**config.mk**
```make
export PLATFORM = sky130hd
export DESIGN_NAME = mac_serial_device_flat
export DESIGN_NICKNAME = d
export VERILOG_FILES = /design/src/hdl/serial_port_pkg.sv /design/src/hdl/serial_port_if.sv /design/src/hdl/mac_serial_device.sv /design/src/flat_wrapper.sv
export SDC_FILE = /design/constraint.sdc
export NUM_CORES = 1
export LEC_CHECK = 0
export ABC_AREA = 1
export BUFFER_PORTS_ARGS = -buffer_cell sky130_fd_sc_hd__buf_2
export CAP_MARGIN = 15
export CORE_UTILIZATION = 50
export CTS_CLUSTER_DIAMETER = 100
export DETAILED_ROUTE_END_ITERATION = 8
export PLACE_DENSITY = 0.83
export SLEW_MARGIN = 30
export SYNTH_ARGS = -nofsm -noshare
export SYNTH_HDL_FRONTEND = slang
export SYNTH_SLANG_ARGS = --single-unit
```
**constraint.sdc**
```tcl
create_clock -name clock -period 3.37 [get_ports clock]
set_input_delay 0 -clock clock [delete_from_list [all_inputs] [get_ports clock]]
set_output_delay 0 -clock clock [all_outputs]
set_load 0.01 [all_outputs]
```
**src/hdl/serial_port_pkg.sv**
```systemverilog
// Shared constants and types for the serial data port
package serial_port_pkg;
    // ------------------------------------------------------------
    // Timing
    // ------------------------------------------------------------
    localparam int CLOCK_PERIOD_NS = 50;
    localparam int RAMP_TIME_NS = 4000;
    localparam int RAMP_CYCLES =
        (RAMP_TIME_NS + CLOCK_PERIOD_NS - 1) / CLOCK_PERIOD_NS;
    localparam int RAMP_CNT_W = 7;
    localparam logic [RAMP_CNT_W-1:0] RAMP_LAST =
        RAMP_CNT_W'(RAMP_CYCLES - 1);

    // ------------------------------------------------------------
    // Bit clock dividers, half period in clock cycles per rate code
    // ------------------------------------------------------------
    localparam int DIV_W = 4;
    localparam logic [DIV_W-1:0] HALF_RATE0 = 4'ha;
    localparam logic [DIV_W-1:0] HALF_RATE1 = 4'h5;
    localparam logic [DIV_W-1:0] HALF_RATE2 = 4'h4;
    localparam logic [DIV_W-1:0] HALF_RATE3 = 4'h3;
    localparam logic [1:0] RATE_CODE0 = 2'h0;
    localparam logic [1:0] RATE_CODE1 = 2'h1;
    localparam logic [1:0] RATE_CODE2 = 2'h2;
    typedef logic [1:0] rate_t;

    // ------------------------------------------------------------
    // Channel assessment modes
    // ------------------------------------------------------------
    localparam logic [1:0] CCA_ENERGY = 2'h0;
    localparam logic [1:0] CCA_CARRIER = 2'h1;
    localparam logic [1:0] CCA_EITHER = 2'h2;
    typedef logic [1:0] cca_mode_t;

    // ------------------------------------------------------------
    // Reset values and byte framing
    // ------------------------------------------------------------
    localparam logic CFG_TX_EDGE_RST = 1'b0;
    localparam logic CFG_RX_INV_RST = 1'b0;
    localparam logic CFG_CCA_INV_RST = 1'b0;
    localparam cca_mode_t CFG_CCA_MODE_RST = 2'h0;
    localparam rate_t RATE_RST = 2'h0;
    localparam logic ANT_SEL_RST = 1'b0;
    localparam int BYTE_W = 8;
    localparam int BIT_CNT_W = 3;
    localparam logic [BIT_CNT_W-1:0] LAST_BIT_IDX = 3'h7;
    localparam logic [BIT_CNT_W-1:0] FINAL_MARK_IDX = 3'h6;

    // ------------------------------------------------------------
    // State types
    // ------------------------------------------------------------
    typedef enum logic [1:0] {TX_IDLE, TX_HEADER, TX_PAYLOAD, TX_RAMP}
        tx_state_e;
    typedef enum logic {RX_IDLE, RX_DELIVER} rx_state_e;
    typedef enum logic [1:0] {HT_IDLE, HT_WAIT, HT_SEND, HT_END}
        host_tx_e;
endpackage

```
**src/hdl/serial_port_if.sv**
```systemverilog
// Link wires between the baseband device and its controller
`timescale 1ns/1ns
interface serial_port_if;
    logic antennaSelect;
    logic antennaSelectN;
    logic txPathEnable;
    logic txBitClock;
    logic txReady;
    logic txSerialData;
    logic channelClearFlag;
    logic rxSerialData;
    logic rxBitClock;
    logic headerValidStrobe;
    logic rxPathEnable;

    modport device (
        output antennaSelect, antennaSelectN, txBitClock, txReady,
        output channelClearFlag, rxSerialData, rxBitClock,
        output headerValidStrobe,
        input txPathEnable, txSerialData, rxPathEnable
    );
    modport host (
        input antennaSelect, antennaSelectN, txBitClock, txReady,
        input channelClearFlag, rxSerialData, rxBitClock,
        input headerValidStrobe,
        output txPathEnable, txSerialData, rxPathEnable
    );
endinterface

```
**src/hdl/mac_serial_device.sv**
```systemverilog
// Baseband end of the serial data port
`timescale 1ns/1ns
module mac_serial_device (
    // Clock and reset
    input wire logic clock,
    input wire logic srst,
    // Link to controller
    serial_port_if.device link,
    // Modem transmit side
    input wire serial_port_pkg::rate_t txRate,
    input wire logic headerDone,
    output logic txRunning,
    output logic txPayloadBit,
    output logic txPayloadValid,
    // Modem receive side
    input wire serial_port_pkg::rate_t rxRate,
    input wire logic delimiterSeen,
    input wire logic headerError,
    input wire logic crcHold,
    input wire logic rxBitIn,
    output logic rxBitTake,
    output logic rxRunning,
    // Configuration and detectors
    input wire logic txEdgeInvert,
    input wire logic rxClockInvert,
    input wire logic ccaInvert,
    input wire serial_port_pkg::cca_mode_t ccaMode,
    input wire logic energyBusy,
    input wire logic carrierBusy,
    input wire logic diversityOn,
    input wire logic antennaSwitch
);
    import serial_port_pkg::*;

    function automatic logic [DIV_W-1:0] halfDiv(input rate_t rate);
        case (rate)
            RATE_CODE0: halfDiv = HALF_RATE0;
            RATE_CODE1: halfDiv = HALF_RATE1;
            RATE_CODE2: halfDiv = HALF_RATE2;
            default: halfDiv = HALF_RATE3;
        endcase
    endfunction

    // ------------------------------------------------------------
    // Pin synchronisers
    // ------------------------------------------------------------
    logic txPeMeta_q, txPeSync_q, txPePrev_q;
    logic rxPeMeta_q, rxPeSync_q;
    logic txdMeta_q, txdSync_q;

    always_ff @(posedge clock) begin
        if (srst) begin
            txPeMeta_q <= 1'b0;
            txPeSync_q <= 1'b0;
            txPePrev_q <= 1'b0;
            rxPeMeta_q <= 1'b0;
            rxPeSync_q <= 1'b0;
            txdMeta_q <= 1'b0;
            txdSync_q <= 1'b0;
        end else begin
            txPeMeta_q <= link.txPathEnable;
            txPeSync_q <= txPeMeta_q;
            txPePrev_q <= txPeSync_q;
            rxPeMeta_q <= link.rxPathEnable;
            rxPeSync_q <= rxPeMeta_q;
            txdMeta_q <= link.txSerialData;
            txdSync_q <= txdMeta_q;
        end
    end

    // ------------------------------------------------------------
    // Configuration
    // ------------------------------------------------------------
    logic cfgTxEdge_q, cfgRxInv_q, cfgCcaInv_q;
    cca_mode_t cfgCcaMode_q;

    always_ff @(posedge clock) begin
        if (srst) begin
            cfgTxEdge_q <= CFG_TX_EDGE_RST;
            cfgRxInv_q <= CFG_RX_INV_RST;
            cfgCcaInv_q <= CFG_CCA_INV_RST;
            cfgCcaMode_q <= CFG_CCA_MODE_RST;
        end else begin
            cfgTxEdge_q <= txEdgeInvert;
            cfgRxInv_q <= rxClockInvert;
            cfgCcaInv_q <= ccaInvert;
            cfgCcaMode_q <= ccaMode;
        end
    end

    // ------------------------------------------------------------
    // Transmit path
    // ------------------------------------------------------------
    tx_state_e txState_q, txState_d;
    logic [RAMP_CNT_W-1:0] rampCnt_q, rampCnt_d;
    rate_t txRate_q, txRate_d;
    logic [DIV_W-1:0] txDiv_q, txDiv_d;
    logic tx_bit_clock_q, tx_bit_clock_d;
    logic [1:0] sampleDly_q, sampleDly_d;
    logic txBit_q, txBit_d, txValid_q, txValid_d;
    logic peRise, peFall, txToggle, sampleNow;

    always_comb begin
        peRise = txPeSync_q & ~txPePrev_q;
        peFall = ~txPeSync_q & txPePrev_q;
        txState_d = txState_q;
        rampCnt_d = '0;
        case (txState_q)
            TX_IDLE: begin
                if (peRise) begin
                    txState_d = TX_HEADER;
                end
            end
            TX_HEADER: begin
                if (peFall) begin
                    txState_d = TX_RAMP;
                end else if (headerDone) begin
                    txState_d = TX_PAYLOAD;
                end
            end
            TX_PAYLOAD: begin
                if (peFall) begin
                    txState_d = TX_RAMP;
                end
            end
            TX_RAMP: begin
                rampCnt_d = rampCnt_q + 7'h01;
                if (peRise) begin
                    txState_d = TX_HEADER;
                end else if (rampCnt_q == RAMP_LAST) begin
                    txState_d = TX_IDLE;
                end
            end
            default: txState_d = TX_IDLE;
        endcase
        txRate_d = peRise ? txRate : txRate_q;
        txToggle = (txDiv_q >= DIV_W'(halfDiv(txRate_q) - 4'h1));
        txDiv_d = txToggle ? '0 : txDiv_q + 4'h1;
        tx_bit_clock_d = txToggle ? ~tx_bit_clock_q : tx_bit_clock_q;
        sampleNow = txToggle & (cfgTxEdge_q ? tx_bit_clock_q : ~tx_bit_clock_q);
        sampleDly_d = {sampleDly_q[0], sampleNow};
        txBit_d = txBit_q;
        txValid_d = 1'b0;
        if (sampleDly_q[1] && (txState_q == TX_PAYLOAD ||
                txState_q == TX_RAMP)) begin
            txBit_d = txdSync_q;
            txValid_d = 1'b1;
        end
    end

    always_ff @(posedge clock) begin
        if (srst) begin
            txState_q <= TX_IDLE;
            rampCnt_q <= '0;
            txRate_q <= RATE_RST;
            txDiv_q <= '0;
            tx_bit_clock_q <= 1'b0;
            sampleDly_q <= '0;
            txBit_q <= 1'b0;
            txValid_q <= 1'b0;
        end else begin
            txState_q <= txState_d;
            rampCnt_q <= rampCnt_d;
            txRate_q <= txRate_d;
            txDiv_q <= txDiv_d;
            tx_bit_clock_q <= tx_bit_clock_d;
            sampleDly_q <= sampleDly_d;
            txBit_q <= txBit_d;
            txValid_q <= txValid_d;
        end
    end

    assign txRunning = (txState_q != TX_IDLE);
    assign txPayloadBit = txBit_q;
    assign txPayloadValid = txValid_q;
    assign link.txBitClock = tx_bit_clock_q;
    assign link.txReady = (txState_q == TX_PAYLOAD);

    // ------------------------------------------------------------
    // Receive path
    // ------------------------------------------------------------
    rx_state_e rxState_q, rxState_d;
    logic [DIV_W-1:0] rxDiv_q, rxDiv_d;
    logic rx_bit_clock_q, rx_bit_clock_d, rxClkOut_q, rxClkOut_d;
    logic rxData_q, rxData_d;
    logic rxToggle;

    always_comb begin
        rxToggle = (rxDiv_q == DIV_W'(halfDiv(rxRate) - 4'h1));
        rxState_d = rxState_q;
        rxDiv_d = '0;
        rx_bit_clock_d = 1'b0;
        rxData_d = rxData_q;
        rxBitTake = 1'b0;
        case (rxState_q)
            RX_IDLE: begin
                if (rxPeSync_q && delimiterSeen) begin
                    rxState_d = RX_DELIVER;
                    rxData_d = rxBitIn;
                    rxBitTake = 1'b1;
                end
            end
            RX_DELIVER: begin
                if (!rxPeSync_q || headerError) begin
                    rxState_d = RX_IDLE;
                end else if (!crcHold) begin
                    rxDiv_d = rxToggle ? '0 : rxDiv_q + 4'h1;
                    rx_bit_clock_d = rxToggle ? ~rx_bit_clock_q : rx_bit_clock_q;
                    if (rxToggle && rx_bit_clock_q) begin
                        rxData_d = rxBitIn;
                        rxBitTake = 1'b1;
                    end
                end
            end
            default: rxState_d = RX_IDLE;
        endcase
        rxClkOut_d = rx_bit_clock_d ^ cfgRxInv_q;
    end

    always_ff @(posedge clock) begin
        if (srst) begin
            rxState_q <= RX_IDLE;
            rxDiv_q <= '0;
            rx_bit_clock_q <= 1'b0;
            rxClkOut_q <= 1'b0;
            rxData_q <= 1'b0;
        end else begin
            rxState_q <= rxState_d;
            rxDiv_q <= rxDiv_d;
            rx_bit_clock_q <= rx_bit_clock_d;
            rxClkOut_q <= rxClkOut_d;
            rxData_q <= rxData_d;
        end
    end

    assign rxRunning = rxPeSync_q;
    assign link.rxBitClock = rxClkOut_q;
    assign link.rxSerialData = rxData_q;
    assign link.headerValidStrobe = (rxState_q == RX_DELIVER);

    // ------------------------------------------------------------
    // Channel flag and antenna select
    // ------------------------------------------------------------
    logic ccaBusy, cca_q, cca_d;
    logic antenna_select_q, antenna_select_d, antSelN_q, antSelN_d;

    always_comb begin
        case (cfgCcaMode_q)
            CCA_ENERGY: ccaBusy = energyBusy;
            CCA_CARRIER: ccaBusy = carrierBusy;
            CCA_EITHER: ccaBusy = energyBusy | carrierBusy;
            default: ccaBusy = energyBusy & carrierBusy;
        endcase
        cca_d = ccaBusy ^ cfgCcaInv_q;
        antenna_select_d = (diversityOn && antennaSwitch) ? ~antenna_select_q : antenna_select_q;
        antSelN_d = ~antenna_select_d;
    end

    always_ff @(posedge clock) begin
        if (srst) begin
            cca_q <= 1'b0;
            antenna_select_q <= ANT_SEL_RST;
            antSelN_q <= ~ANT_SEL_RST;
        end else begin
            cca_q <= cca_d;
            antenna_select_q <= antenna_select_d;
            antSelN_q <= antSelN_d;
        end
    end

    assign link.channelClearFlag = cca_q;
    assign link.antennaSelect = antenna_select_q;
    assign link.antennaSelectN = antSelN_q;
endmodule

```
**src/flat_wrapper.sv**
```systemverilog
// flat-port wrapper written by rule: the top's interface ports become plain ports
module mac_serial_device_flat import serial_port_pkg::*;
  (clock, srst, txRate, headerDone, txRunning, txPayloadBit, txPayloadValid, rxRate, delimiterSeen, headerError, crcHold, rxBitIn, rxBitTake, rxRunning, txEdgeInvert, rxClockInvert, ccaInvert, ccaMode, energyBusy, carrierBusy, diversityOn, antennaSwitch, link_antennaSelect, link_antennaSelectN, link_txBitClock, link_txReady, link_channelClearFlag, link_rxSerialData, link_rxBitClock, link_headerValidStrobe, link_txPathEnable, link_txSerialData, link_rxPathEnable);
  serial_port_if link_i ();
  input wire logic clock;
  input wire logic srst;
  input wire serial_port_pkg::rate_t txRate;
  input wire logic headerDone;
  output logic txRunning;
  output logic txPayloadBit;
  output logic txPayloadValid;
  input wire serial_port_pkg::rate_t rxRate;
  input wire logic delimiterSeen;
  input wire logic headerError;
  input wire logic crcHold;
  input wire logic rxBitIn;
  output logic rxBitTake;
  output logic rxRunning;
  input wire logic txEdgeInvert;
  input wire logic rxClockInvert;
  input wire logic ccaInvert;
  input wire serial_port_pkg::cca_mode_t ccaMode;
  input wire logic energyBusy;
  input wire logic carrierBusy;
  input wire logic diversityOn;
  input wire logic antennaSwitch;
  output wire logic [$bits(link_i.antennaSelect)-1:0] link_antennaSelect;
  output wire logic [$bits(link_i.antennaSelectN)-1:0] link_antennaSelectN;
  output wire logic [$bits(link_i.txBitClock)-1:0] link_txBitClock;
  output wire logic [$bits(link_i.txReady)-1:0] link_txReady;
  output wire logic [$bits(link_i.channelClearFlag)-1:0] link_channelClearFlag;
  output wire logic [$bits(link_i.rxSerialData)-1:0] link_rxSerialData;
  output wire logic [$bits(link_i.rxBitClock)-1:0] link_rxBitClock;
  output wire logic [$bits(link_i.headerValidStrobe)-1:0] link_headerValidStrobe;
  input wire logic [$bits(link_i.txPathEnable)-1:0] link_txPathEnable;
  input wire logic [$bits(link_i.txSerialData)-1:0] link_txSerialData;
  input wire logic [$bits(link_i.rxPathEnable)-1:0] link_rxPathEnable;
  assign link_antennaSelect = link_i.antennaSelect;
  assign link_antennaSelectN = link_i.antennaSelectN;
  assign link_txBitClock = link_i.txBitClock;
  assign link_txReady = link_i.txReady;
  assign link_channelClearFlag = link_i.channelClearFlag;
  assign link_rxSerialData = link_i.rxSerialData;
  assign link_rxBitClock = link_i.rxBitClock;
  assign link_headerValidStrobe = link_i.headerValidStrobe;
  assign link_i.txPathEnable = link_txPathEnable;
  assign link_i.txSerialData = link_txSerialData;
  assign link_i.rxPathEnable = link_rxPathEnable;
  mac_serial_device u_core (.clock(clock), .srst(srst), .link(link_i), .txRate(txRate), .headerDone(headerDone), .txRunning(txRunning), .txPayloadBit(txPayloadBit), .txPayloadValid(txPayloadValid), .rxRate(rxRate), .delimiterSeen(delimiterSeen), .headerError(headerError), .crcHold(crcHold), .rxBitIn(rxBitIn), .rxBitTake(rxBitTake), .rxRunning(rxRunning), .txEdgeInvert(txEdgeInvert), .rxClockInvert(rxClockInvert), .ccaInvert(ccaInvert), .ccaMode(ccaMode), .energyBusy(energyBusy), .carrierBusy(carrierBusy), .diversityOn(diversityOn), .antennaSwitch(antennaSwitch));
endmodule
```
* Word-level counts from Yosys, hierarchy flattened *
Cells that the tools add are included.

storage, ports and cells
  flip-flop bits (word level) = 43
  output and inout bits = 13
  logic and storage cells = 113

cells by class
  add/sub/neg operators = 5
  order comparisons = 1
  equal/unequal tests = 19
  mux-type cells = 29
  bitwise operators = 15
  reduce and logical (&&, ||, !) cells = 17

operator list
  kind                 number
  $pmux 4 s3           2
  $mux 1               16
  $mux 2               6
  $eq 2x2->1 const B   5
  $add 4x1->4 const B  2
  $eq 2x1->1 const B   4
  $logic_not 2->1      4
  $not 1->1            8
  $pmux 2 s4           1
  $reduce_and 4->1     2
  $sub 4x1->4 const B  2
  $add 7x1->7 const B  1
  $eq 7x7->1 const B   1
  $ne 2x1->1 const B   3
  $ne 2x2->1 const B   3
  $pmux 1 s2           3
  $reduce_or 5->1      1
  $and 1x1->1          4
  $eq 4x4->1           1
  $ge 4x4->1           1
  $logic_and 1x1->1    4
  $reduce_or 2->1      2
  $ne 3x1->1 const B   1
  $ne 3x2->1 const B   1
  6 further kinds      8

* Depth between registers and ports, before layout *
Gate-level depths: netlist of run 1.

  depth in word-level cells = 9
  mapped depth = 11
  gate-level depth less buffers = 11

* Worst setup path after synthesis of run 1 *
Ideal clock, no wire load.

  path type = reg2reg
  start = reg u_core.rxDiv_q[2]
  end = reg u_core.rxClkOut_q (netlist: u_core.link.rxBitClock)
  data arrival time = 1.303 ns
  data required time = 3.252 ns
  path slack = 1.948 ns
  cell stages (with the launch flop) = 8
  path buffers = 0
  path through = dfxtp_1 -> nor2_1 -> o211ai_1 -> nor2_1 -> ha_1 -> nand3_1 -> xor2_1 -> nor2_1

between the ends
  longest elaborated chain between the ends = 6

ends and longest elaborated chain
  what                    line                      text
  start, declared         mac_serial_device.sv:183  logic [DIV_W-1:0] rxDiv_q, rxDiv_d;
  start signal, assigned  mac_serial_device.sv:229  rxDiv_q <= rxDiv_d;
  $eq 4x4->1              mac_serial_device.sv:189  rxToggle = (rxDiv_q == DIV_W'(halfDiv(rxRate) - 4'h1));
  $mux 1                  mac_serial_device.sv:208  rx_bit_clock_d = rxToggle ? ~rx_bit_clock_q : rx_bit_clock_q;
  $mux 1                  mac_serial_device.sv:206  end else if (!crcHold) begin
  $mux 1                  mac_serial_device.sv:204  if (!rxPeSync_q || headerError) begin
  $mux 1                  mac_serial_device.sv:195  case (rxState_q)
  $xor 1x1->1             mac_serial_device.sv:217  rxClkOut_d = rx_bit_clock_d ^ cfgRxInv_q;
  end signal, assigned    mac_serial_device.sv:231  rxClkOut_q <= rxClkOut_d;
  end, declared           mac_serial_device.sv:184  logic rx_bit_clock_q, rx_bit_clock_d, rxClkOut_q, rxClkOut_d;

No other way between the ends.
A chain may end at the register's enable or synchronous reset.

* Worst setup path in the final report of run 1 *
  start = reg u_core.rxDiv_q[0]
  end = out rxBitTake

between the ends
  longest elaborated chain between the ends = 6

ends and longest elaborated chain
  what               line                      text
  $eq 4x4->1         mac_serial_device.sv:189
  $logic_and 1x1->1  mac_serial_device.sv:209  if (rxToggle && rx_bit_clock_q) begin
  $mux 1             mac_serial_device.sv:209
  $mux 1             mac_serial_device.sv:206
  $mux 1             mac_serial_device.sv:204
  $pmux 1 s2         mac_serial_device.sv:195
  end, declared      flat_wrapper.sv:17        output logic rxBitTake;

No other way between the ends.

==> qor.csv, run 1 <==
metric,value,unit
status,finished clean,
syn_nets,268,
cts_resized,0,
die_area,3950,um^2
vdd_drop_max,298,uV
grt_pass1_wl,5840,um
critPathTopFamily,flip-flops,
path_clk_slew,80,ps
cp.arrival,1720,ps
tns,0,ps
fin_skew,5.92,ps
overflow,0,
yosysWarnings,0,
start_util,53.7,%
syn_area_per_cell,7.97,um^2
critPathMaxStageDelay,390,ps
clkPwrFrac,28.6,%
ios,36,
antenna_left,0,
swShare,29.0,%
vias,1554,
p_per_area,488,nW/um^2
grt_util_all_layers,18.8,%
syn_inst,232,
numCtsBuffers,5,
combinationalPowerShare,20.5,%
hold_ws,13.0,ps
switchingPower,320,uW
root_buffer,clkbuf_8,
layout_min_cycle_time,1720,ps
power.leakage,0.00106,uW
p_seq_share,50.9,%
synthToLayoutAreaGrowth,22.0,%
fmax,581,MHz
synth_seq_area_share,46.5,%
crit_chain,inv_1 -> nor2_1 -> o221ai_1 -> nor2_1 -> ha_1 -> inv_1 -> o21ai_0 -> nand2_1 -> inv_1 -> buf_2,
fillers,302,
placed_area,2070,um^2
routed_wl,3220,um
drt-initial-drc-count,68,
place_inst,310,
mostFrequentLayoutCells,"inv_1 (46), nor2_1 (46), dfxtp_1 (43), buf_2 (35), nand2_1 (19)",
cts.path.max_buffers,2,
grt_max_degree,21,
setup_violations,0,
cp_max_fo,5,
synth_area,1850,um^2
grt_pass1_vias,1514,
rows,21,
cpMostUsedCell,inv_1,
fin_area,2260,um^2
drive_above_1_share,18.4,%
dr.pass1.iters,5,
via_per_inst,4.74,
hpwl,2340,um
drv_slew,0,
slowest_stage,dfxtp_1,
clock-sinks,43,
insertedDiodeCount,0,
final_cells,328,
timing.max_cap.violations,0,
cp-end-kind,output port,
worst_pin_slew,365,ps
start_kind,flip-flop,
path_class,reg -> out,
cts_tree,done,
max_slew_margin,75.7,%
cp_num_buf_inv,4,
hold_viol,0,
core_region_area,3440,um^2
rsz0062_at_grt,false,
antenna_found_initial,0,
htreeDepth,2,
die_h,62.8,um
period_share,51.0,%
drc,0,
insertion_delay,300,ps
yosysUniqueCellTypes,26,
hold_path.class,in -> reg,
synth_seq_cells,43,
worstPathRequired,3370,ps
dieWidth,62.8,um
io_buffers,35,
place_congestion,0.759,
power.internal,782,uW
wire_per_inst,9.80,um
nNetsFinal,317,
==> path summary, 6_finish.rpt <==
path	start	end	slack [ps]	cells after the start
setup / recovery	u_core.rxDiv_q[0]	rxBitTake	1650	10
hold / removal	delimiterSeen	u_core.link.headerValidStrobe	10	3
setup reg to reg	u_core.rxDiv_q[2]	u_core.link.rxBitClock	1820	7
hold reg to reg	u_core.txdMeta_q	u_core.txdSync_q	390	2
==> stage by stage <==
stage	util [%]	setup slack [ps]	total power (uW)
after floorplan	-	1950	728
after global placement	60.1	1880	779
after detailed placement	60.1	1840	789
after CTS	65.5	1650	1110
after global routing	65.5	1430	1180
final	65.5	1650	1100
==> worst reg2reg max path: stages, from the launching register on <==
cell      delay [ps]
dfxtp_1          410
nor2_1            80
o221ai_1         270
nor2_1            90
ha_1             290
nand3_1          110
xor2_1           150
nor2_1            50
==> Yosys cell counts <==
| library cell | n | share of area [%] |
|---|---|---|
| inv_1 | 46 | 9.3 |
| nor2_1 | 46 | 9.3 |
| dfxtp_1 | 43 | 47 |
| nand2_1 | 19 | 3.9 |
| ha_1 | 13 | 8.8 |
| nand3_1 | 12 | 3.2 |
| o21ai_0 | 11 | 3.0 |
| a21oi_1 | 10 | 2.7 |
| nand4_1 | 5 | 1.7 |
| buf_2 | 3 | 0.81 |
| xnor2_1 | 3 | 1.4 |
| xor2_1 | 3 | 1.4 |
| nand2_2 | 2 | 0.68 |
| nand3_2 | 2 | 1.1 |
| nor3_1 | 2 | 0.54 |
| o21ai_1 | 2 | 0.54 |
| a21o_1 | 1 | 0.41 |
| nor2_2 | 1 | 0.34 |
| nor2_4 | 1 | 0.61 |
| nor4_1 | 1 | 0.34 |
| nor4_2 | 1 | 0.68 |
| o211ai_1 | 1 | 0.41 |
| o21ai_2 | 1 | 0.47 |
| o21ai_4 | 1 | 0.88 |
| o21bai_1 | 1 | 0.41 |
| o221ai_1 | 1 | 0.47 |
==> power groups by stage <==
stage	Sequential [uW]	Clock, uW	Combinational [uW]
after floorplan	571	0	158
after global placement	570	0	209
after detailed placement	572	0	217
after CTS	560	324	229
after global routing	563	350	266
final	560	315	226
==> registers in the layout, summed over array words and instances (netlist names), 2 cells and up <==
register and flops:
u_core.cfgCcaMode_q 2, u_core.rampCnt_q 7, u_core.rxDiv_q 4, u_core.sampleDly_q 2, u_core.txDiv_q 4, u_core.txRate_q 2, u_core.txState_q 2
==> what timing repair did <==
| action | 4_1_cts | 5_1_grt |
|---|---|---|
| hold buffers | 10 | 0 |
| buffers inserted | 0 | 0 |
| hold endpoints to repair | 10 | 0 |
==> routing by layer <==
metal	up-vias	share of wire (%)	GRT usage (%)	wire, um
met5	-	0	0	0
met4	0	2.1	9.59	67
met3	8	2.6	3.83	83
met2	18	49	34.0	1570
met1	705	46	20.6	1490
li1	823	-	-	-
==> cell type report <==
cell class | instances | area [um^2] | area share [%]
multi-input cells | 140 | 801 | 35.5
inverters | 46 | 173 | 7.65
flip-flops and latches | 43 | 861 | 38.2
well taps | 46 | 57.6 | 2.55
clock inverters | 3 | 20.0 | 0.887
clock buffers | 5 | 68.8 | 3.05
repair buffers | 45 | 275 | 12.2
==> cell families after synthesis <==
kind of cell    after synthesis  share of synthesized area [%]
simple gates                 92                           22.4
fa+ha+maj                    13                           8.80
buf+inv                      49                           10.1
compound gates               29                           9.27
flops                        43                           46.5
xor+xnor                      6                           2.84
(Power assumes the default switching activity.)
==> run 2, diff against run 1 <==
ABC_AREA = 0   (was 1)
PLACE_DENSITY = 0.84   (was 0.83)
clock period = 1.8 ns   (was 3.37 ns; I/O delays follow)
==> run 2 against run 1 <==
  * The flow now finishes with violations (setup timing)
  * Sequential share of layout area shrank 0.077 points
  * Wire length is 3.1% lower
  * Clock power is 65% higher
  * Critical path type unchanged
==> qor.csv, run 2 <==
metric,value,unit,change
status,finished with violations,,was finished clean
violations,setup timing,,
synthToLayoutAreaGrowth,31.2,%,was 22.0%
synth_most_common_cell,dfxtp_1,,
syn_nets,219,,was 268
via_per_inst,4.79,,was 4.74
setup_ws,-18.1,ps,was 1650 ps
rsz0062_at_grt,true,,was false
synth_top_family_by_area,simple AND/OR/NAND/NOR gates,,unchanged
place_congestion,0.746,,was 0.759
start_util,52.2,%,was 53.7%
fin_skew,12.7,ps,was 5.92 ps
antenna_found_initial,0,,unchanged
rows,21,,unchanged
drt-initial-drc-count,61,,was 68
place_inst,264,,was 310
path_clk_slew,110,ps,was 80 ps
fmax,550,MHz,
synth_area,1740,um^2,was 1850 um^2
core_region_area,3340,um^2,was 3440 um^2
largestRegisters,"u_core.rampCnt_q: 7 flops, u_core.rxDiv_q: 4 flops, u_core.txDiv_q: 4 flops",,unchanged
nNetsFinal,281,,was 317
clock-sinks,43,,unchanged
hold_viol,0,,unchanged
dr.pass1.iters,4,,was 5
cp-end-kind,output port,,unchanged
hold_path.class,in -> reg,,unchanged
antenna_left,0,,unchanged
insertion_delay,350,ps,was 300 ps
grt_pass1_vias,1231,,was 1514
mostFrequentLayoutCells,"dfxtp_1 (40), buf_2 (35), nor2_1 (25), nor2b_1 (20), dlygate4sd3_1 (16)",,"was inv_1 (46), nor2_1 (46), dfxtp_1 (43), buf_2 (35), nand2_1 (19)"
synth_edf_count,0,,unchanged
layout_min_cycle_time,1820,ps,
top_register,u_core.rampCnt_q,,unchanged
vdd_drop_max,485,uV,was 298 uV
synth_compound_area_share,8.05,%,was 9.27%
worstPathRequired,1800,ps,was 3370 ps
yosys.area_share.simple,21.6,%,was 22.4%
wire_per_inst,10.7,um,was 9.80 um
syn_inst,183,,was 232
final_common_cell,dfxtp_1,,
pre_cts_ws,15.6,ps,was 1840 ps
period_share,101,%,
cts_tree,done,,unchanged
hpwl,2160,um,was 2340 um
drive_above_1_share,24.4,%,was 18.4%
die_h,61,um,was 62.8 um
largest_reg_flops,7,,unchanged
yosysTopAreaCellShare,49.5,%,was 46.5%
setup_violations,1,,was 0
drc,0,,unchanged
ys_top_cells_by_count,"dfxtp_1 (43), nor2_1 (25), nor2b_1 (20), ha_1 (13), inv_1 (12)",,"was inv_1 (46), nor2_1 (46), dfxtp_1 (43), nand2_1 (19), ha_1 (13)"
synth-main-ff-cell,dfxtp_1,,unchanged
final_cells,292,,was 328
yosysUniqueCellTypes,27,,was 26
drv_slew,0,,unchanged
cts.path.max_buffers,2,,unchanged
start_kind,flip-flop,,unchanged
p_per_area,827,nW/um^2,was 488 nW/um^2
syn_area_per_cell,9.51,um^2,was 7.97 um^2
ios,36,,unchanged
yosysWarnings,0,,unchanged
max_slew_margin,67.0,%,was 75.7%
grt_util_all_layers,18.6,%,was 18.8%
overflow,0,,unchanged
synthAdderAreaFrac,9.35,%,was 8.80%
io_buffers,35,,unchanged
dieWidth,61,um,was 62.8 um
synth.area.top_cells,"dfxtp_1 (49%), ha_1 (9.3%), nor2b_1 (7.2%)",,"was dfxtp_1 (47%), inv_1 (9.3%), nor2_1 (9.3%)"
synth-async-reset-ratio,0,%,unchanged
worst_pin_slew,494,ps,was 365 ps
grt_max_degree,20,,was 21
cp_max_fo,4,,was 5
root_buffer,clkbuf_4,,was clkbuf_8
path_class,reg -> out,,unchanged
cp.arrival,1820,ps,was 1720 ps
synth_top_cell_by_area,dfxtp_1,,unchanged
timing.max_cap.violations,0,,unchanged
hold_ws,31.1,ps,was 13.0 ps
grt_pass1_wl,4940,um,was 5840 um
yosys.area_share.xor_xnor,6.54,%,was 2.84%
numCtsBuffers,5,,unchanged
vias,1398,,was 1554
synth_seq_cells,43,,unchanged
synth_mux_area_share,1.73,%,was 0%
die_area,3720,um^2,was 3950 um^2
routed_wl,3120,um,was 3220 um
fillers,279,,was 302
insertedDiodeCount,0,,unchanged
htreeDepth,2,,unchanged
synth_seq_area_share,49.5,%,was 46.5%
power.leakage,0.000991,uW,was 0.00106 uW
-- run 2: routing by layer --
| metal | wire length [um] | vias up | track usage (%) |
|---|---|---|---|
| li1 | - | 726 | - |
| met1 | 1320 | 631 | 20.6 |
| met2 | 1580 | 36 | 31.6 |
| met3 | 154 | 5 | 6.82 |
| met4 | 53 | 0 | 9.09 |
| met5 | 0 | - | 0 |
-- run 2: final cells by class --
class | instances | area [um^2] | share of cell area [%]
multi-input cells | 125 | 855 | 37.4
clock buffers | 8 | 68.8 | 3.01
flip-flops and latches | 43 | 870 | 38.1
well taps | 46 | 57.6 | 2.52
repair buffers | 58 | 388 | 17.0
inverters | 12 | 45.0 | 1.97
-- run 2: path summary, 6_finish.rpt --
path                startpoint                       end  slack, ps  cells past startpoint
min                    crcHold     u_core.rx_bit_clock_q         30                      4
max          u_core.rxDiv_q[0]                 rxBitTake        -20                      7
min reg2reg  u_core.txPeMeta_q         u_core.txPeSync_q        440                      1
max reg2reg  u_core.rxDiv_q[0]  u_core.link.rxSerialData         10                      9
-- run 2: what timing repair did --
action	in CTS	in global routing
resized for setup	8	4
hold buffers	16	0
setup buffers	4	0
endpoints found under the hold margin	20	0
endpoints found under the setup margin	2	2
pin swaps	3	4
-- run 2: stage by stage --
| step | cell area (um^2) | total power, uW | utilization, % | setup TNS [ps] |
|---|---|---|---|---|
| 5_1_grt | 2280 | 2000 | 68.4 | -230 |
| 3_3_place_gp | 1980 | 1350 | 59.5 | 0 |
| 3_5_place_dp | 1980 | 1370 | 59.5 | 0 |
| 4_1_cts | 2260 | 1910 | 67.8 | 0 |
| 2_1_floorplan | 1740 | 1260 | - | 0 |
| 6_report | 2280 | 1890 | 68.4 | -18.1 |
-- run 2: where the power goes --
part	total, uW	internal (uW)	switching (uW)
clock network	521	230	291
registers	1030	999	34.1
logic	335	170	165
total	1890	1400	490
-- run 2: kinds of logic (layout without fill, tap and decap cells) --
| family | Yosys count | count (layout) |
|---|---|---|
| simple gates | 74 | 74 |
| flops | 43 | 43 |
| compound gates | 22 | 22 |
| buf+inv | 15 | 78 |
| fa+ha+maj | 13 | 13 |
| xor+xnor | 13 | 13 |
| mux | 3 | 3 |
-- run 2: worst max-delay path, stage by stage (launching register included) --
cell and delay, ps:
dfxtp_4 380, nor3b_4 220, a32oi_2 140, o21ai_1 150, ha_2 190, a21oi_2 40, and2b_1 220, buf_2 140
==> run 3, diff against run 2 <==
SKIP_CTS_REPAIR_TIMING = 1   (was unset)
==> run 3 against run 2 <==
  * The flow still finishes with violations (setup timing)
  * Critical endpoint unchanged
  * First-iteration DRC count rose by 28%
  * Sequential share of layout area rose by 0.74 points
  * Non-clock buffer count fell by 3
  * Critical path depth did not move
  * Flip-flop and latch count did not move
  * Final cell count fell by 1.0%
  * Total power fell by 0.27%
  * Largest cell class unchanged
==> qor.csv, run 3 (synthesis gave the netlist of run 2 again) <==
metric,value,unit,change
antenna_found_initial,0,,unchanged
dr.pass1.iters,4,,unchanged
hold_start,antennaSwitch,,was crcHold
final_cells,289,,was 292
utilization,66.9,%,was 68.4%
critPathMaxStageDelay,360,ps,was 380 ps
fin_skew,13.9,ps,was 12.7 ps
r2r_start,u_core.rxDiv_q[3],,was u_core.rxDiv_q[0]
nNetsFinal,278,,was 281
synthToLayoutAreaGrowth,28.3,%,was 31.2%
place_inst,264,,unchanged
insertedDiodeCount,0,,unchanged
die_h,61,um,unchanged
layout_min_cycle_time,1810,ps,was 1820 ps
worstHoldPathCells,4,,unchanged
slowest_stage,dfxtp_2,,was dfxtp_4
pre_cts_ws,15.6,ps,unchanged
period_share,101,%,about the same
setup_ws,-11.9,ps,was -18.1 ps
fmax,552,MHz,was 550 MHz
final_common_cell,dfxtp_1,,unchanged
die_area,3720,um^2,unchanged
crit_chain,nor3b_2 -> a32oi_1 -> o21ai_1 -> ha_2 -> a21oi_2 -> and2b_1 -> buf_2,,was nor3b_4 -> a32oi_2 -> o21ai_1 -> ha_2 -> a21oi_2 -> and2b_1 -> buf_2
rows,21,,unchanged
mostFrequentLayoutCells,"dfxtp_1 (40), buf_2 (35), nor2_1 (25), nor2b_1 (20), dlygate4sd3_1 (14)",,"was dfxtp_1 (40), buf_2 (35), nor2_1 (25), nor2b_1 (20), dlygate4sd3_1 (16)"
grt_util_all_layers,17.3,%,was 18.6%
cp_num_buf_inv,1,,unchanged
start_util,52.2,%,unchanged
worstPathRequired,1800,ps,about the same
vias,1391,,was 1398
path_clk_slew,110,ps,about the same
core_region_area,3340,um^2,unchanged
hpwl,2160,um,unchanged
cts_tree,done,,unchanged
numCtsBuffers,5,,unchanged
violations,setup timing,,unchanged
start_kind,flip-flop,,unchanged
ios,36,,unchanged
status,finished with violations,,unchanged
cts.path.max_buffers,2,,unchanged
top_register,u_core.rampCnt_q,,unchanged
wire_per_inst,10.6,um,was 10.7 um
htreeDepth,2,,unchanged
path_class,reg -> out,,unchanged
cp.arrival,1810,ps,was 1820 ps
overflow,0,,unchanged
io_buffers,35,,unchanged
r2r_slack,20,ps,was 10 ps
largest_reg_flops,7,,unchanged
critPathTopFamily,simple AND/OR/NAND/NOR gates,,unchanged
drc,0,,unchanged
drv_slew,0,,unchanged
setup_violations,1,,unchanged
power.leakage,0.000970,uW,was 0.000991 uW
hold_path.class,in -> reg,,unchanged
grt_pass1_vias,1123,,was 1231
cp-end-kind,output port,,unchanged
p_per_area,843,nW/um^2,was 827 nW/um^2
vdd_drop_max,485,uV,about the same
reg2reg_depth,9,,unchanged
hold_viol,0,,unchanged
max_slew_margin,69.5,%,was 67.0%
tns,-11.9,ps,was -18.1 ps
grt_max_degree,20,,unchanged
routed_wl,3070,um,was 3120 um
drive_above_1_share,23.5,%,was 24.4%
root_buffer,clkbuf_4,,unchanged
antenna_left,0,,unchanged
worst_pin_slew,456,ps,was 494 ps
rsz0062_at_grt,true,,unchanged
timing.max_cap.violations,0,,unchanged
cp_max_fo,4,,unchanged
grt_pass1_wl,4600,um,was 4940 um
via_per_inst,4.81,,was 4.79
clock-sinks,43,,unchanged
place_congestion,0.746,,unchanged
insertion_delay,350,ps,about the same
largestRegisters,"u_core.rampCnt_q: 7 flops, u_core.rxDiv_q: 4 flops, u_core.txDiv_q: 4 flops",,unchanged
drt-initial-drc-count,78,,was 61
hold_end,u_core.link.antennaSelect,,was u_core.rx_bit_clock_q
r2r-end,u_core.link.rxSerialData,,unchanged
dieWidth,61,um,unchanged
[run 3: how the worst max path moves through the flow]
stage | from | endpoint | slack, ps | cells past startpoint
after floorplan | u_core.rxDiv_q[0] | u_core.link.rxSerialData | 130 | 8
after global placement | u_core.rxDiv_q[0] | u_core.link.rxSerialData | 130 | 8
after detailed placement | u_core.rxDiv_q[0] | u_core.link.rxSerialData | 20 | 8
after CTS | u_core.rxDiv_q[0] | rxBitTake | -150 | 7
after global routing | u_core.rxDiv_q[3] | rxBitTake | -150 | 7
final | u_core.rxDiv_q[3] | rxBitTake | -10 | 7
[run 3: cell type report]
type	instances	area [um^2]
Tap cell	46	57.6
Sequential cell	43	867
Timing Repair Buffer	55	360
Multi-Input combinational cell	125	835
Inverter	12	45.0
Clock buffer	8	68.8
Fill cell	293	1100
[run 3: where the power goes]
part           switching, uW  total (uW)  internal [uW]
Sequential              34.1        1030           1000
Clock                    289         519            230
Combinational            164         329            166
[run 3: worst reg2reg max path, cell delays in order (launching register included)]
cell and delay [ps]:
dfxtp_2 360, nor3b_2 210, a32oi_1 150, o21ai_1 170, ha_2 190, a21oi_2 50, and2b_1 220, buf_4 110
mux2i_1 180, nor2_1 50
[run 3: stage by stage]
stage                     instance area [um^2]  hold slack (ps)  total power (uW)
after global placement                    1980              210              1350
after floorplan                           1740              128              1260
final                                     2230             20.4              1880
after global routing                      2230             19.0              2000
after CTS                                 2050             -166              1890
after detailed placement                  1980              213              1370
[run 3: per-layer routing]
metal	GRT usage [%]	wire, um
met5	0	0
met1	20.3	1300
met4	8.77	53
met2	27.3	1570
met3	6.82	148
